## src/hdl/osr_pkg.sv

```systemverilog
package osr_pkg;

    // Widths of captured values
    localparam int ADDR_W = 48;
    localparam int CNT_W  = 16;
    localparam int SEL_W  = 20;
    localparam int RAND_W = 7;
    localparam int MAXHI_W = 16;
    localparam int PADDR_W = 8;

    // Register byte offsets
    localparam logic [7:0] OFS_CTRL     = 8'h00;
    localparam logic [7:0] OFS_STATUS   = 8'h04;
    localparam logic [7:0] OFS_COUNTS   = 8'h08;
    localparam logic [7:0] OFS_BRANCH   = 8'h0c;
    localparam logic [7:0] OFS_VADDR_LO = 8'h10;
    localparam logic [7:0] OFS_VADDR_HI = 8'h14;
    localparam logic [7:0] OFS_MEMFLAGS = 8'h18;
    localparam logic [7:0] OFS_MISSLAT  = 8'h1c;
    localparam logic [7:0] OFS_LIN_LO   = 8'h20;
    localparam logic [7:0] OFS_LIN_HI   = 8'h24;
    localparam logic [7:0] OFS_PHYS_LO  = 8'h28;
    localparam logic [7:0] OFS_PHYS_HI  = 8'h2c;

    // Field positions
    localparam int CTRL_EN_BIT    = 0;
    localparam int CTRL_MAX_LSB   = 16;
    localparam int STAT_VALID_BIT = 0;
    localparam int STAT_BUSY_BIT  = 1;
    localparam int STAT_ARM_BIT   = 2;
    localparam int CNT_TAG_LSB    = 16;
    localparam int MEM_DCMISS_BIT = 16;
    localparam int MEM_LINV_BIT   = 17;
    localparam int MEM_PHYV_BIT   = 18;

    // Values after reset, and the counter saturation value
    localparam logic [RAND_W-1:0]  LFSR_SEED  = 7'h5a;
    localparam logic [MAXHI_W-1:0] MAXHI_RST  = 16'h0010;
    localparam logic [CNT_W-1:0]   CNT_SAT    = 16'hffff;

    // Branch classification from retire
    typedef struct packed {
        logic archBranch;
        logic anyBranch;
        logic mispredict;
        logic taken;
        logic isReturn;
        logic returnMisp;
        logic resync;
    } osr_br_t;

    // Load/store attribute flags
    typedef struct packed {
        logic loadOp;
        logic storeOp;
        logic dtlbL1Miss;
        logic dtlbL2Miss;
        logic dtlbL1Hit2m;
        logic dtlbL1Hit1g;
        logic dtlbL2Hit2m;
        logic misalignedAccess;
        logic loadBankConflict;
        logic storeBankConflict;
        logic storeForwardHit;
        logic storeForwardCancel;
        logic uncacheableAccess;
        logic writeCombiningAccess;
        logic lockedAccess;
        logic missBufferHit;
    } osr_memflags_t;

    // One report from the load/store unit
    typedef struct packed {
        osr_memflags_t           flags;
        logic                    linearAddrValid;
        logic                    physAddrValid;
        logic [ADDR_W-1:0]       linearAddr;
        logic [ADDR_W-1:0]       physAddr;
    } osr_mem_t;

    // Tracking states
    typedef enum logic [1:0] {
        ST_IDLE  = 2'b00,
        ST_TRACK = 2'b01,
        ST_HOLD  = 2'b10
    } osr_state_t;

endpackage

```

## src/hdl/osr_recorder.sv

```systemverilog
// Implementation choices: the APB interface to the registers and the register offsets.
`timescale 1ns/10ps

module osr_recorder (
    // Clock and reset
    input  wire logic                          clk,
    input  wire logic                          reset_n,
    // APB slave
    input  wire logic                          psel,
    input  wire logic                          penable,
    input  wire logic                          pwrite,
    input  wire logic [osr_pkg::PADDR_W-1:0]   paddr,
    input  wire logic [31:0]                   pwdata,
    output logic      [31:0]                   prdata_q,
    output logic                               pready_q,
    output logic                               pslverr_q,
    // Decode stage
    input  wire logic                          decodeValid,
    input  wire logic [osr_pkg::ADDR_W-1:0]    decodeInstrVaddr,
    output logic                               tagArm_q,
    // Execute and retire of the tagged op
    input  wire logic                          completeTagged,
    input  wire logic                          retireTagged,
    input  wire osr_pkg::osr_br_t              retireBranch,
    input  wire logic                          flushTagged,
    // Load/store unit reports for the tagged op
    input  wire logic                          lsuTagged,
    input  wire osr_pkg::osr_mem_t             lsuInfo,
    input  wire logic                          dcMissTagged,
    input  wire logic                          dcFillTagged,
    // Sample ready
    output logic                               sampleIrq_q
);
    import osr_pkg::*;

    osr_state_t             state_q;
    logic [RAND_W-1:0]      lfsr_q;
    logic [SEL_W-1:0]       selCnt_q;
    logic [SEL_W-1:0]       selMax;
    logic                   enable_q;
    logic [MAXHI_W-1:0]     maxHi_q;
    logic [CNT_W-1:0]       tagCnt_q;
    logic [CNT_W-1:0]       compCnt_q;
    logic                   compRun_q;
    logic [CNT_W-1:0]       missCnt_q;
    logic                   missRun_q;
    logic [CNT_W-1:0]       missLat_q;
    logic                   dcMiss_q;
    logic [CNT_W-1:0]       tagToRetire_q;
    logic [CNT_W-1:0]       compToRetire_q;
    logic [ADDR_W-1:0]      vaddr_q;
    logic [6:0]             brFlags_q;
    osr_memflags_t          memFlags_q;
    logic                   linValid_q;
    logic                   physValid_q;
    logic [ADDR_W-1:0]      linAddr_q;
    logic [ADDR_W-1:0]      physAddr_q;
    logic                   tagNow;
    logic                   retireNow;
    logic                   flushNow;
    logic                   apbDone;
    logic                   apbWrite;
    logic                   clearSample;
    logic [31:0]            readData;
    logic                   readOk;
    logic [6:0]             brFinal;

    // Event qualifiers
    assign tagNow      = tagArm_q && decodeValid && (state_q == ST_IDLE);
    assign retireNow   = retireTagged && (state_q == ST_TRACK);
    assign flushNow    = flushTagged && (state_q == ST_TRACK) && !retireNow;
    assign selMax      = {maxHi_q, 4'h0};
    assign apbDone     = psel && penable && pready_q;
    assign apbWrite    = apbDone && pwrite;
    assign clearSample = apbWrite && (paddr == OFS_STATUS)
                         && pwdata[STAT_VALID_BIT];

    // Pseudo-random source for reload
    always_ff @(posedge clk) begin
        if (!reset_n) begin
            lfsr_q <= LFSR_SEED;
        end else begin
            lfsr_q <= {lfsr_q[RAND_W-2:0], lfsr_q[6] ^ lfsr_q[5]};
        end
    end

    // Selection counter and arming
    always_ff @(posedge clk) begin
        if (!reset_n) begin
            selCnt_q <= '0;
            tagArm_q <= 1'b0;
        end else if (!enable_q) begin
            selCnt_q <= '0;
            tagArm_q <= 1'b0;
        end else if (flushNow) begin
            selCnt_q <= {{(SEL_W-RAND_W){1'b0}}, lfsr_q};
        end else if (tagNow) begin
            tagArm_q <= 1'b0;
        end else if (state_q == ST_IDLE && !tagArm_q) begin
            if (selCnt_q >= selMax) begin
                selCnt_q <= '0;
                tagArm_q <= 1'b1;
            end else begin
                selCnt_q <= selCnt_q + 20'h0_0001;
            end
        end
    end

    // Tracking state
    always_ff @(posedge clk) begin
        if (!reset_n) begin
            state_q     <= ST_IDLE;
            sampleIrq_q <= 1'b0;
        end else begin
            case (state_q)
                ST_IDLE: begin
                    if (tagNow) begin
                        state_q <= ST_TRACK;
                    end
                end
                ST_TRACK: begin
                    if (retireNow) begin
                        state_q     <= ST_HOLD;
                        sampleIrq_q <= 1'b1;
                    end else if (flushTagged) begin
                        state_q <= ST_IDLE;
                    end
                end
                ST_HOLD: begin
                    if (clearSample) begin
                        state_q     <= ST_IDLE;
                        sampleIrq_q <= 1'b0;
                    end
                end
                default: begin
                    state_q     <= ST_IDLE;
                    sampleIrq_q <= 1'b0;
                end
            endcase
        end
    end

    // Tag-to-retire and completion-to-retire counters
    always_ff @(posedge clk) begin
        if (!reset_n) begin
            tagCnt_q  <= '0;
            compCnt_q <= '0;
            compRun_q <= 1'b0;
        end else if (tagNow) begin
            tagCnt_q  <= '0;
            compCnt_q <= '0;
            compRun_q <= 1'b0;
        end else if (state_q == ST_TRACK) begin
            if (tagCnt_q != CNT_SAT) begin
                tagCnt_q <= tagCnt_q + 16'h0001;
            end
            if (completeTagged && !compRun_q) begin
                compRun_q <= 1'b1;
                compCnt_q <= '0;
            end else if (compRun_q && compCnt_q != CNT_SAT) begin
                compCnt_q <= compCnt_q + 16'h0001;
            end
        end
    end

    // Data cache miss latency
    always_ff @(posedge clk) begin
        if (!reset_n) begin
            missCnt_q <= '0;
            missRun_q <= 1'b0;
            missLat_q <= '0;
            dcMiss_q  <= 1'b0;
        end else if (tagNow) begin
            missCnt_q <= '0;
            missRun_q <= 1'b0;
            missLat_q <= '0;
            dcMiss_q  <= 1'b0;
        end else if (state_q == ST_TRACK) begin
            if (dcMissTagged && !dcMiss_q) begin
                dcMiss_q  <= 1'b1;
                missRun_q <= 1'b1;
                missCnt_q <= '0;
            end else if (missRun_q && dcFillTagged) begin
                missRun_q <= 1'b0;
                missLat_q <= (missCnt_q == CNT_SAT) ? CNT_SAT
                                                    : missCnt_q + 16'h0001;
            end else if (missRun_q && missCnt_q != CNT_SAT) begin
                missCnt_q <= missCnt_q + 16'h0001;
            end
        end
    end

    // Branch classification after resync and return fix-ups
    always_comb begin
        brFinal = 7'h00;
        brFinal[6] = retireBranch.archBranch;
        if (retireBranch.anyBranch) begin
            brFinal[5] = retireBranch.mispredict;
            brFinal[4] = retireBranch.taken;
        end
        brFinal[3] = retireBranch.isReturn;
        brFinal[2] = retireBranch.isReturn && retireBranch.returnMisp;
        if (retireBranch.resync) begin
            brFinal[1] = 1'b1;
            brFinal[5] = 1'b0;
            brFinal[4] = 1'b1;
        end
        brFinal[0] = 1'b0;
    end

    // Retire-time capture of counts and classification
    always_ff @(posedge clk) begin
        if (!reset_n) begin
            tagToRetire_q  <= '0;
            compToRetire_q <= '0;
            brFlags_q      <= '0;
        end else if (retireNow) begin
            tagToRetire_q  <= (tagCnt_q == CNT_SAT) ? CNT_SAT
                                                    : tagCnt_q + 16'h0001;
            compToRetire_q <= !compRun_q ? '0
                            : (compCnt_q == CNT_SAT) ? CNT_SAT
                                                     : compCnt_q + 16'h0001;
            brFlags_q      <= brFinal;
        end
    end

    // Parent address captured at tagging
    always_ff @(posedge clk) begin
        if (!reset_n) begin
            vaddr_q <= '0;
        end else if (tagNow) begin
            vaddr_q <= decodeInstrVaddr;
        end
    end

    // Load/store attributes, accumulated while tracking
    always_ff @(posedge clk) begin
        if (!reset_n || tagNow) begin
            memFlags_q  <= '0;
            linValid_q  <= 1'b0;
            physValid_q <= 1'b0;
            linAddr_q   <= '0;
            physAddr_q  <= '0;
        end else if (lsuTagged && state_q == ST_TRACK) begin
            // load and store kept as given
            memFlags_q <= memFlags_q | lsuInfo.flags;
            if (lsuInfo.linearAddrValid) begin
                linValid_q <= 1'b1;
                linAddr_q  <= lsuInfo.linearAddr;
            end
            if (lsuInfo.physAddrValid) begin
                physValid_q <= 1'b1;
                physAddr_q  <= lsuInfo.physAddr;
            end
        end
    end

    // Control register
    always_ff @(posedge clk) begin
        if (!reset_n) begin
            enable_q <= 1'b0;
            maxHi_q  <= MAXHI_RST;
        end else if (apbWrite && paddr == OFS_CTRL) begin
            enable_q <= pwdata[CTRL_EN_BIT];
            maxHi_q  <= pwdata[CTRL_MAX_LSB +: MAXHI_W];
        end
    end

    // Read decode
    always_comb begin
        readData = 32'h0000_0000;
        readOk   = 1'b1;
        case (paddr)
            OFS_CTRL: begin
                readData[CTRL_EN_BIT]                = enable_q;
                readData[CTRL_MAX_LSB +: MAXHI_W]    = maxHi_q;
            end
            OFS_STATUS: begin
                readData[STAT_VALID_BIT] = (state_q == ST_HOLD);
                readData[STAT_BUSY_BIT]  = (state_q == ST_TRACK);
                readData[STAT_ARM_BIT]   = tagArm_q;
            end
            OFS_COUNTS: begin
                readData = {tagToRetire_q, compToRetire_q};
            end
            OFS_BRANCH:   readData[6:0] = brFlags_q;
            OFS_VADDR_LO: readData = vaddr_q[31:0];
            OFS_VADDR_HI: readData[15:0] = vaddr_q[ADDR_W-1:32];
            OFS_MEMFLAGS: begin
                readData[15:0]           = memFlags_q;
                readData[MEM_DCMISS_BIT] = dcMiss_q;
                readData[MEM_LINV_BIT]   = linValid_q;
                readData[MEM_PHYV_BIT]   = physValid_q;
            end
            // Latency meaningless for pure stores
            OFS_MISSLAT: begin
                if (memFlags_q.loadOp) begin
                    readData[15:0] = missLat_q;
                end
            end
            OFS_LIN_LO:  readData = linAddr_q[31:0];
            OFS_LIN_HI:  readData[15:0] = linAddr_q[ADDR_W-1:32];
            OFS_PHYS_LO: readData = physAddr_q[31:0];
            OFS_PHYS_HI: readData[15:0] = physAddr_q[ADDR_W-1:32];
            default:     readOk = 1'b0;
        endcase
    end

    // APB handshake, one wait state per access
    always_ff @(posedge clk) begin
        if (!reset_n) begin
            pready_q  <= 1'b0;
            prdata_q  <= '0;
            pslverr_q <= 1'b0;
        end else if (psel && penable && !pready_q) begin
            pready_q  <= 1'b1;
            pslverr_q <= !readOk;
            prdata_q  <= pwrite ? 32'h0000_0000 : readData;
        end else begin
            pready_q  <= 1'b0;
            pslverr_q <= 1'b0;
            prdata_q  <= '0;
        end
    end

endmodule // osr_recorder

```

## config.mk

```make
export PLATFORM = sky130hd
export DESIGN_NAME = osr_recorder
export DESIGN_NICKNAME = d
export VERILOG_FILES = /design/src/hdl/osr_pkg.sv /design/src/hdl/osr_recorder.sv
export SDC_FILE = /design/constraint.sdc
export NUM_CORES = 1
export LEC_CHECK = 0
export BUFFER_PORTS_ARGS = -buffer_cell sky130_fd_sc_hd__buf_2
export CAP_MARGIN = 10
export CORE_MARGIN = 2
export CORE_UTILIZATION = 43
export DETAILED_ROUTE_END_ITERATION = 7
export SYNTH_ARGS = -nofsm -noshare
export SYNTH_HDL_FRONTEND = slang
export SYNTH_SLANG_ARGS = --single-unit
export TNS_END_PERCENT = 5
```

## constraint.sdc

```tcl
create_clock -name clk -period 2.2 [get_ports clk]
set_input_delay 0.11 -clock clk [delete_from_list [all_inputs] [get_ports clk]]
set_output_delay 0.11 -clock clk [all_outputs]
set_load 0.02 [all_outputs]
```

## After elaboration in Yosys (flattened, before gate mapping)

Cells that the tools add are included.

- RAM bits: 0
- Memory bits (read-only): 0
- Input bits: 221
- Memories kept: 0
- Register bits: 349
- Bits in latches: 0

- $lt $le $gt $ge: 1
- Reductions and logical operators: 56
- Equality and inequality tests: 25
- $mul: 0
- Add/subtract/negate cells: 4
- Muxes and demuxes: 38
- Div/mod/pow operators: 0
- Shift-type cells: 0
- Bitwise gates (word level): 9

Operator list:

| kind | number |
|---|---|
| 2-to-1 mux 16 bit | 10 |
| case mux 9 bit (9 select lines) | 1 |
| case mux 13 bit (5 select lines) | 1 |
| adder 16 x 1 -> 16 bit, second input constant | 3 |
| == test 16 bit, second input constant | 3 |
| != test 16 bit, second input constant | 3 |
| case mux 4 bit (10 select lines) | 1 |
| == test 8 x 5 -> 1 bit, second input constant | 4 |
| == test 8 x 6 -> 1 bit, second input constant | 4 |
| case mux 2 bit (11 select lines) | 1 |
| AND reduction 2 bit | 11 |
| 2-to-1 mux 7 bit | 3 |
| adder 20 x 1 -> 20 bit, second input constant | 1 |
| greater-or-equal comparator 20 bit | 1 |
| logical AND 1 bit | 20 |
| 2-to-1 mux 20 bit | 1 |
| case mux 3 bit (6 select lines) | 1 |
| == test 8 x 4 -> 1 bit, second input constant | 2 |
| bitwise OR 16 bit | 1 |
| AND reduction 3 bit | 5 |
| 2-to-1 mux 2 bit | 6 |
| nonzero test 2 bit | 6 |
| OR reduction 12 bit | 1 |
| case mux 1 bit (11 select lines) | 1 |
| other kinds (17) | 42 |

## Longest topological paths before layout

- Depth after elaboration: 7
- Depth in mapped cells: 10
- Depth with buffers taken out: 7

## Worst setup path after synthesis

No wires, ideal clock.

- Kind: register -> register
- From: register selCnt_q[4]
- To: register selCnt_q[10]
- Slack: 164 ps
- Required time: 2053 ps
- Buffers on the path: 1
- Arrival time: 1890 ps
- Cell stages (with the launch flop): 9
- Period minus slack after synthesis: 2036 ps
- Setup time: 147 ps
- Cell sequence: dfxtp_1 inv_1 ha_1 nor4bb_1 a221oi_1 o221a_2 o21ai_1 buf_2 a211oi_1

- Cells in the longest elaborated chain, start to end: 2
- Elaborated cells on any way between the ends: 3
- Those cells by class: add/sub (1); order compare (1); mux (1)

Ends and longest elaborated chain:

| what | line | RTL |
|---|---|---|
| start: declaration | osr_recorder.sv:38 | `logic [SEL_W-1:0] selCnt_q;` |
| start signal: assignment | osr_recorder.sv:96 | `selCnt_q <= {{(SEL_W-RAND_W){1'b0}}, lfsr_q};` |
| start signal: assignment | osr_recorder.sv:104 | `selCnt_q <= selCnt_q + 20'h0_0001;` |
| adder 20 x 1 -> 20 bit / greater-or-equal comparator 20 bit (equally long branches) | osr_recorder.sv:104, osr_recorder.sv:100 |  |
| 2-to-1 mux 20 bit * | osr_recorder.sv:100 | `if (selCnt_q >= selMax) begin` |

Mark *: on every way between the ends. The rest lies on a longest branch, timed or not.
A chain may end at the register's enable or synchronous reset.

## Worst setup path in the final report

- From: register selCnt_q[4]
- To: register tagArm_q

- Cells in the longest elaborated chain, start to end: 3

Ends and longest elaborated chain:

| what | line | RTL |
|---|---|---|
| greater-or-equal comparator 20 bit | osr_recorder.sv:100 |  |
| nonzero test 2 bit (no source line) | -- |  |
| AND reduction 3 bit (no source line) | -- |  |
| end signal: assignment | osr_recorder.sv:94 | `tagArm_q <= 1'b0;` |
| end signal: assignment | osr_recorder.sv:98 | `tagArm_q <= 1'b0;` |
| end signal: assignment | osr_recorder.sv:102 | `tagArm_q <= 1'b1;` |
| end: declaration | osr_recorder.sv:20 | `output logic tagArm_q,` |

No other way between the ends.

==> metrics.sh <==
YOSYS_WARNINGS=0
SYNTHESIS.NETS=2100
YS.FLOP_TYPE='sky130_fd_sc_hd__dfxtp_1'
TIMING.FINAL.MAX_SLEW_VIOLATIONS=0
WORST-PATH-STAGES=7
PATH_CLASS='flop to flop'
POSTSYNTHAREAPERCELL_UM2=8.344
CLOCK_LATENCY_ON_THE_WORST_SKEW_PAIR_NS=0.55
CRITICAL_PATH_ARRIVAL_NS=2.57
SETUP-VIOLATIONS-FINAL=0
SYNTH_SEQUENTIAL_AREA_RATIO_PCT=45.06
TRITONCTS_CLOCK_TREE='yes'
STATUS='complete, no violations'
FINALHOLDVIOLCOUNT=0
DRT_ITER0_DRC=1494
FINAL_NET_COUNT=2533
PLACEMENTROWS=69
MAXIMUM_CLOCK_PATH_BUFFER_COUNT=3
MAX_SLEW_MARGIN_PCT=33.66
TRITONCTS.NUM_BUFFERS=39
LAYOUT_CELLS_EXCL_FILL=2783
CTS_SINKS=349
SYNTH_CELL_TYPE_COUNT=78
P_PER_AREA_nW_PER_UM2=667.6
TOP_LEVEL_PORTS=257
POST_SYNTH_INSTANCE_AREA_UM2=15500
CTS.REPORTEDPATHS.CLKPINSLEW_NS=0.06
CRITPATHCAPTURETYPE='flop'
PLACE.DETAILED.HPWL_UM=39210
ROUTE.DETAILED.DRC=0
PORT-BUFFER-COUNT=241
NUMBER_OF_INSERTED_FILLER_CELLS_IN_THE_FINAL_LAYOUT=3124
GRT_FIRST_PASS_WIRELENGTH_UM=86010
GRT_ANTENNA_BEFORE_REPAIR=3
MIN-DELAY-PATH-CLASS='input pin to flop'
FLOORPLAN.INITIALDENSITY_PCT=43.59
GRT_OVERFLOW=0
WORST_HOLD_PATH.NUM_CELLS=3
SYNTH_TOP_AREA_CELL='sky130_fd_sc_hd__dfxtp_1'
CRITICAL-PATH-SLOWEST-CELL='sky130_fd_sc_hd__a2111oi_2'
H-TREE-DEPTH=2
SETUP_REPAIR_AFTER_GLOBAL_ROUTING_MISSED_ITS_MARGIN='yes'
GRT_USAGE_PCT=29.04
POST_SYNTH_MAIN_AREA_CONTRIBUTORS='sky130_fd_sc_hd__dfxtp_1, sky130_fd_sc_hd__nand2_1, sky130_fd_sc_hd__a21oi_1'
AREA_DELTA_SYNTH_FINAL_PCT=34.36
FINALCLOCKSKEW_NS=0.03069
SETUP.WORST_PATH.START_CLASS='flop'
PERIOD_NEEDED_NS=2.132
WORST_IR_DROP_VDD_V=0.0005756
CORE_AREA_UM2=35570
FLOORPLAN.DIE_AREA_UM2=37590
ANTENNA_VIOLATING_NETS_POST_ROUTE=0
POST_SYNTH_EDFFS=0
DRTPASS1ITERATIONS=6
FMAXACHIEVABLE_MHz=469.0
SYNTH-SEQ-CELLS=349
WORST_PIN_SLEW_NS=0.9884
GRT_START_MAX_NET_PINS=76
DIE_HEIGHT_UM=193.9
SYN-INSTANCE-COUNT=1858
WORSTPATHCELLLIST='inv_1 > ha_1 > nor4bb_4 > a221oi_2 > o221a_2 > o211a_1 > a2111oi_2'
WORST_PATH_DOMINANT_CELL_FAMILY='compound AO/OA/AOI/OAI gates'
WL_PER_CELL_UM=20.13
DETAIL_ROUTE.WIRELENGTH_UM=56010
NUMBER_OF_GLOBAL_ROUTE_VIAS_BEFORE_REPAIR=15240
VIAS=15620
ASYNCSETRESETFLOPFRACSYNTH_PCT=0
FIN_CRIT_SHARE_PCT=96.93
DRV.MAX_CAP_VIOLATION_COUNT=0
CRITPATHMAXSTAGEDELAY_NS=0.35
TOTAL_LEAKAGE_POWER_nW=7.773
SYNTHDOMINANTCELLAREASHARE_PCT=45.06
LAYOUT-DRIVE-GT1-SHARE_PCT=19.66
VIAS_PER_CELL=5.614
WORSTPATHMAXFANOUT=3
DIE_WIDTH_UM=193.9
CLOCK_ROOT_BUFFER='sky130_fd_sc_hd__clkbuf_16'
CRIT_BUF_INV=1
WORSTPATHREQUIRED_NS=2.64
FINAL_CORE_UTILIZATION_PCT=58.56
PLACE_CONGESTION=0.9392
DP.CELLS=2519
WORST-R2R-CELL-COUNT=7
worst paths after layout:
kind | from | endpoint | slack (ns)
worst max register to register | selCnt_q[4] | tagArm_q | 0.07
worst max-delay path | selCnt_q[4] | tagArm_q | 0.07
worst min register to register | compToRetire_q[7] | compToRetire_q[7] | 0.45
worst min-delay path | penable | pslverr_q | 0.04
layout by cell type (no fill, tap or decap), types with 20 or more instances in the layout:
cell and instances:
sky130_fd_sc_hd__a21boi_0 59, sky130_fd_sc_hd__a21oi_1 188, sky130_fd_sc_hd__a22oi_1 55, sky130_fd_sc_hd__a31oi_1 38, sky130_fd_sc_hd__buf_2 241, sky130_fd_sc_hd__buf_4 87
sky130_fd_sc_hd__clkbuf_16 40, sky130_fd_sc_hd__dfxtp_1 349, sky130_fd_sc_hd__dlygate4sd3_1 191, sky130_fd_sc_hd__ha_1 21, sky130_fd_sc_hd__inv_1 29, sky130_fd_sc_hd__nand2_1 431
sky130_fd_sc_hd__nand3_1 35, sky130_fd_sc_hd__nand4_1 20, sky130_fd_sc_hd__nor2_1 73, sky130_fd_sc_hd__o21ai_0 65, sky130_fd_sc_hd__xnor2_1 26, sky130_fd_sc_hd__xor2_1 33
flip-flops by register name, indices dropped and copies added, names as in the netlist, 2 cells and up:
signal / cells
state_q: 2
missCnt_q: 16
tagToRetire_q: 16
lfsr_q: 7
physAddr_q: 48
tagCnt_q: 16
prdata_q: 32
compToRetire_q: 16
compCnt_q: 16
linAddr_q: 48
brFlags_q: 6
selCnt_q: 20
vaddr_q: 48
missLat_q: 16
maxHi_q: 16
memFlags_q: 16
per-layer routing:
layer  wire length (um)  part of all wire (%)  global-route usage (%)
met1              24190                    43                   38.81
met2              24300                    43                   44.68
met3               4837                   8.6                   6.262
met4               2673                   4.8                   13.86
met5                  9                 0.016                       0
Yosys cell counts, types with 21 or more instances:
master / instances
sky130_fd_sc_hd__a21oi_1: 188
sky130_fd_sc_hd__nor2_1: 74
sky130_fd_sc_hd__ha_1: 21
sky130_fd_sc_hd__dfxtp_1: 349
sky130_fd_sc_hd__xnor2_1: 26
sky130_fd_sc_hd__nor3_1: 21
sky130_fd_sc_hd__and3_1: 21
sky130_fd_sc_hd__o21ai_0: 65
sky130_fd_sc_hd__nand3_1: 35
sky130_fd_sc_hd__clkbuf_1: 57
sky130_fd_sc_hd__inv_1: 29
sky130_fd_sc_hd__a21boi_0: 59
sky130_fd_sc_hd__a31oi_1: 38
sky130_fd_sc_hd__a22oi_1: 55
sky130_fd_sc_hd__buf_2: 56
sky130_fd_sc_hd__xor2_1: 33
sky130_fd_sc_hd__nand2_1: 434
stage by stage:
step / hold slack (ns) / worst slack, ns / cell area, um2 / power (mW) / TNS, ns
3_5_place_dp: 0.3492 / -0.1865 / 17510 / 6.960 / -1.493
5_1_grt: 0.04160 / -0.04588 / 20830 / 14.28 / -0.04710
2_1_floorplan: 0.2448 / 0.1635 / 15500 / 6.654 / 0
6_report: 0.03856 / 0.06762 / 20830 / 13.91 / 0
3_3_place_gp: 0.3438 / -0.03451 / 17510 / 6.959 / -0.1992
4_1_cts: 0.01602 / -0.03796 / 20790 / 13.98 / -0.04244
repair_timing:
item,in CTS,in global routing
setup endpoints to repair,17,52
resized for setup,2,7
endpoints found under the hold margin,193,0
hold buffers,191,0
cloned,0,0
setup buffers,1,0
pin swaps,1,0
cell families after synthesis:
logic type      after synthesis  synth area share [%]
fa+ha+maj                    21                 1.695
flops                       349                 45.06
simple gates                706                 21.20
buf+inv                     164                 4.697
compound gates              544                 23.01
xor+xnor                     59                 3.333
mux                          15                 1.001
cell type report:
class / instances / area (um2) / share of cell area, %
multi-input cells: 1345 / 7879 / 37.82
diodes: 2 / 5.005 / 0.02403
flip-flops and latches: 349 / 6987 / 33.54
clock buffers: 57 / 1155 / 5.544
well taps: 461 / 576.8 / 2.769
inverters: 29 / 108.9 / 0.5226
repair buffers: 527 / 3931 / 18.87
clock inverters: 13 / 187.7 / 0.9010
power by group:
| group | switching [mW] | internal, mW |
|---|---|---|
| Sequential | 0.00730 | 6.33 |
| Clock | 2.68 | 4.12 |
| Combinational | 0.338 | 0.429 |
| Total | 3.03 | 10.9 |
tightest hold or removal path: stages:
cell and delay [ns]:
sky130_fd_sc_hd__buf_2 0.12, sky130_fd_sc_hd__nand4b_1 0.21, sky130_fd_sc_hd__a21oi_1 0.07
Power figures use the tool's default switching activity.
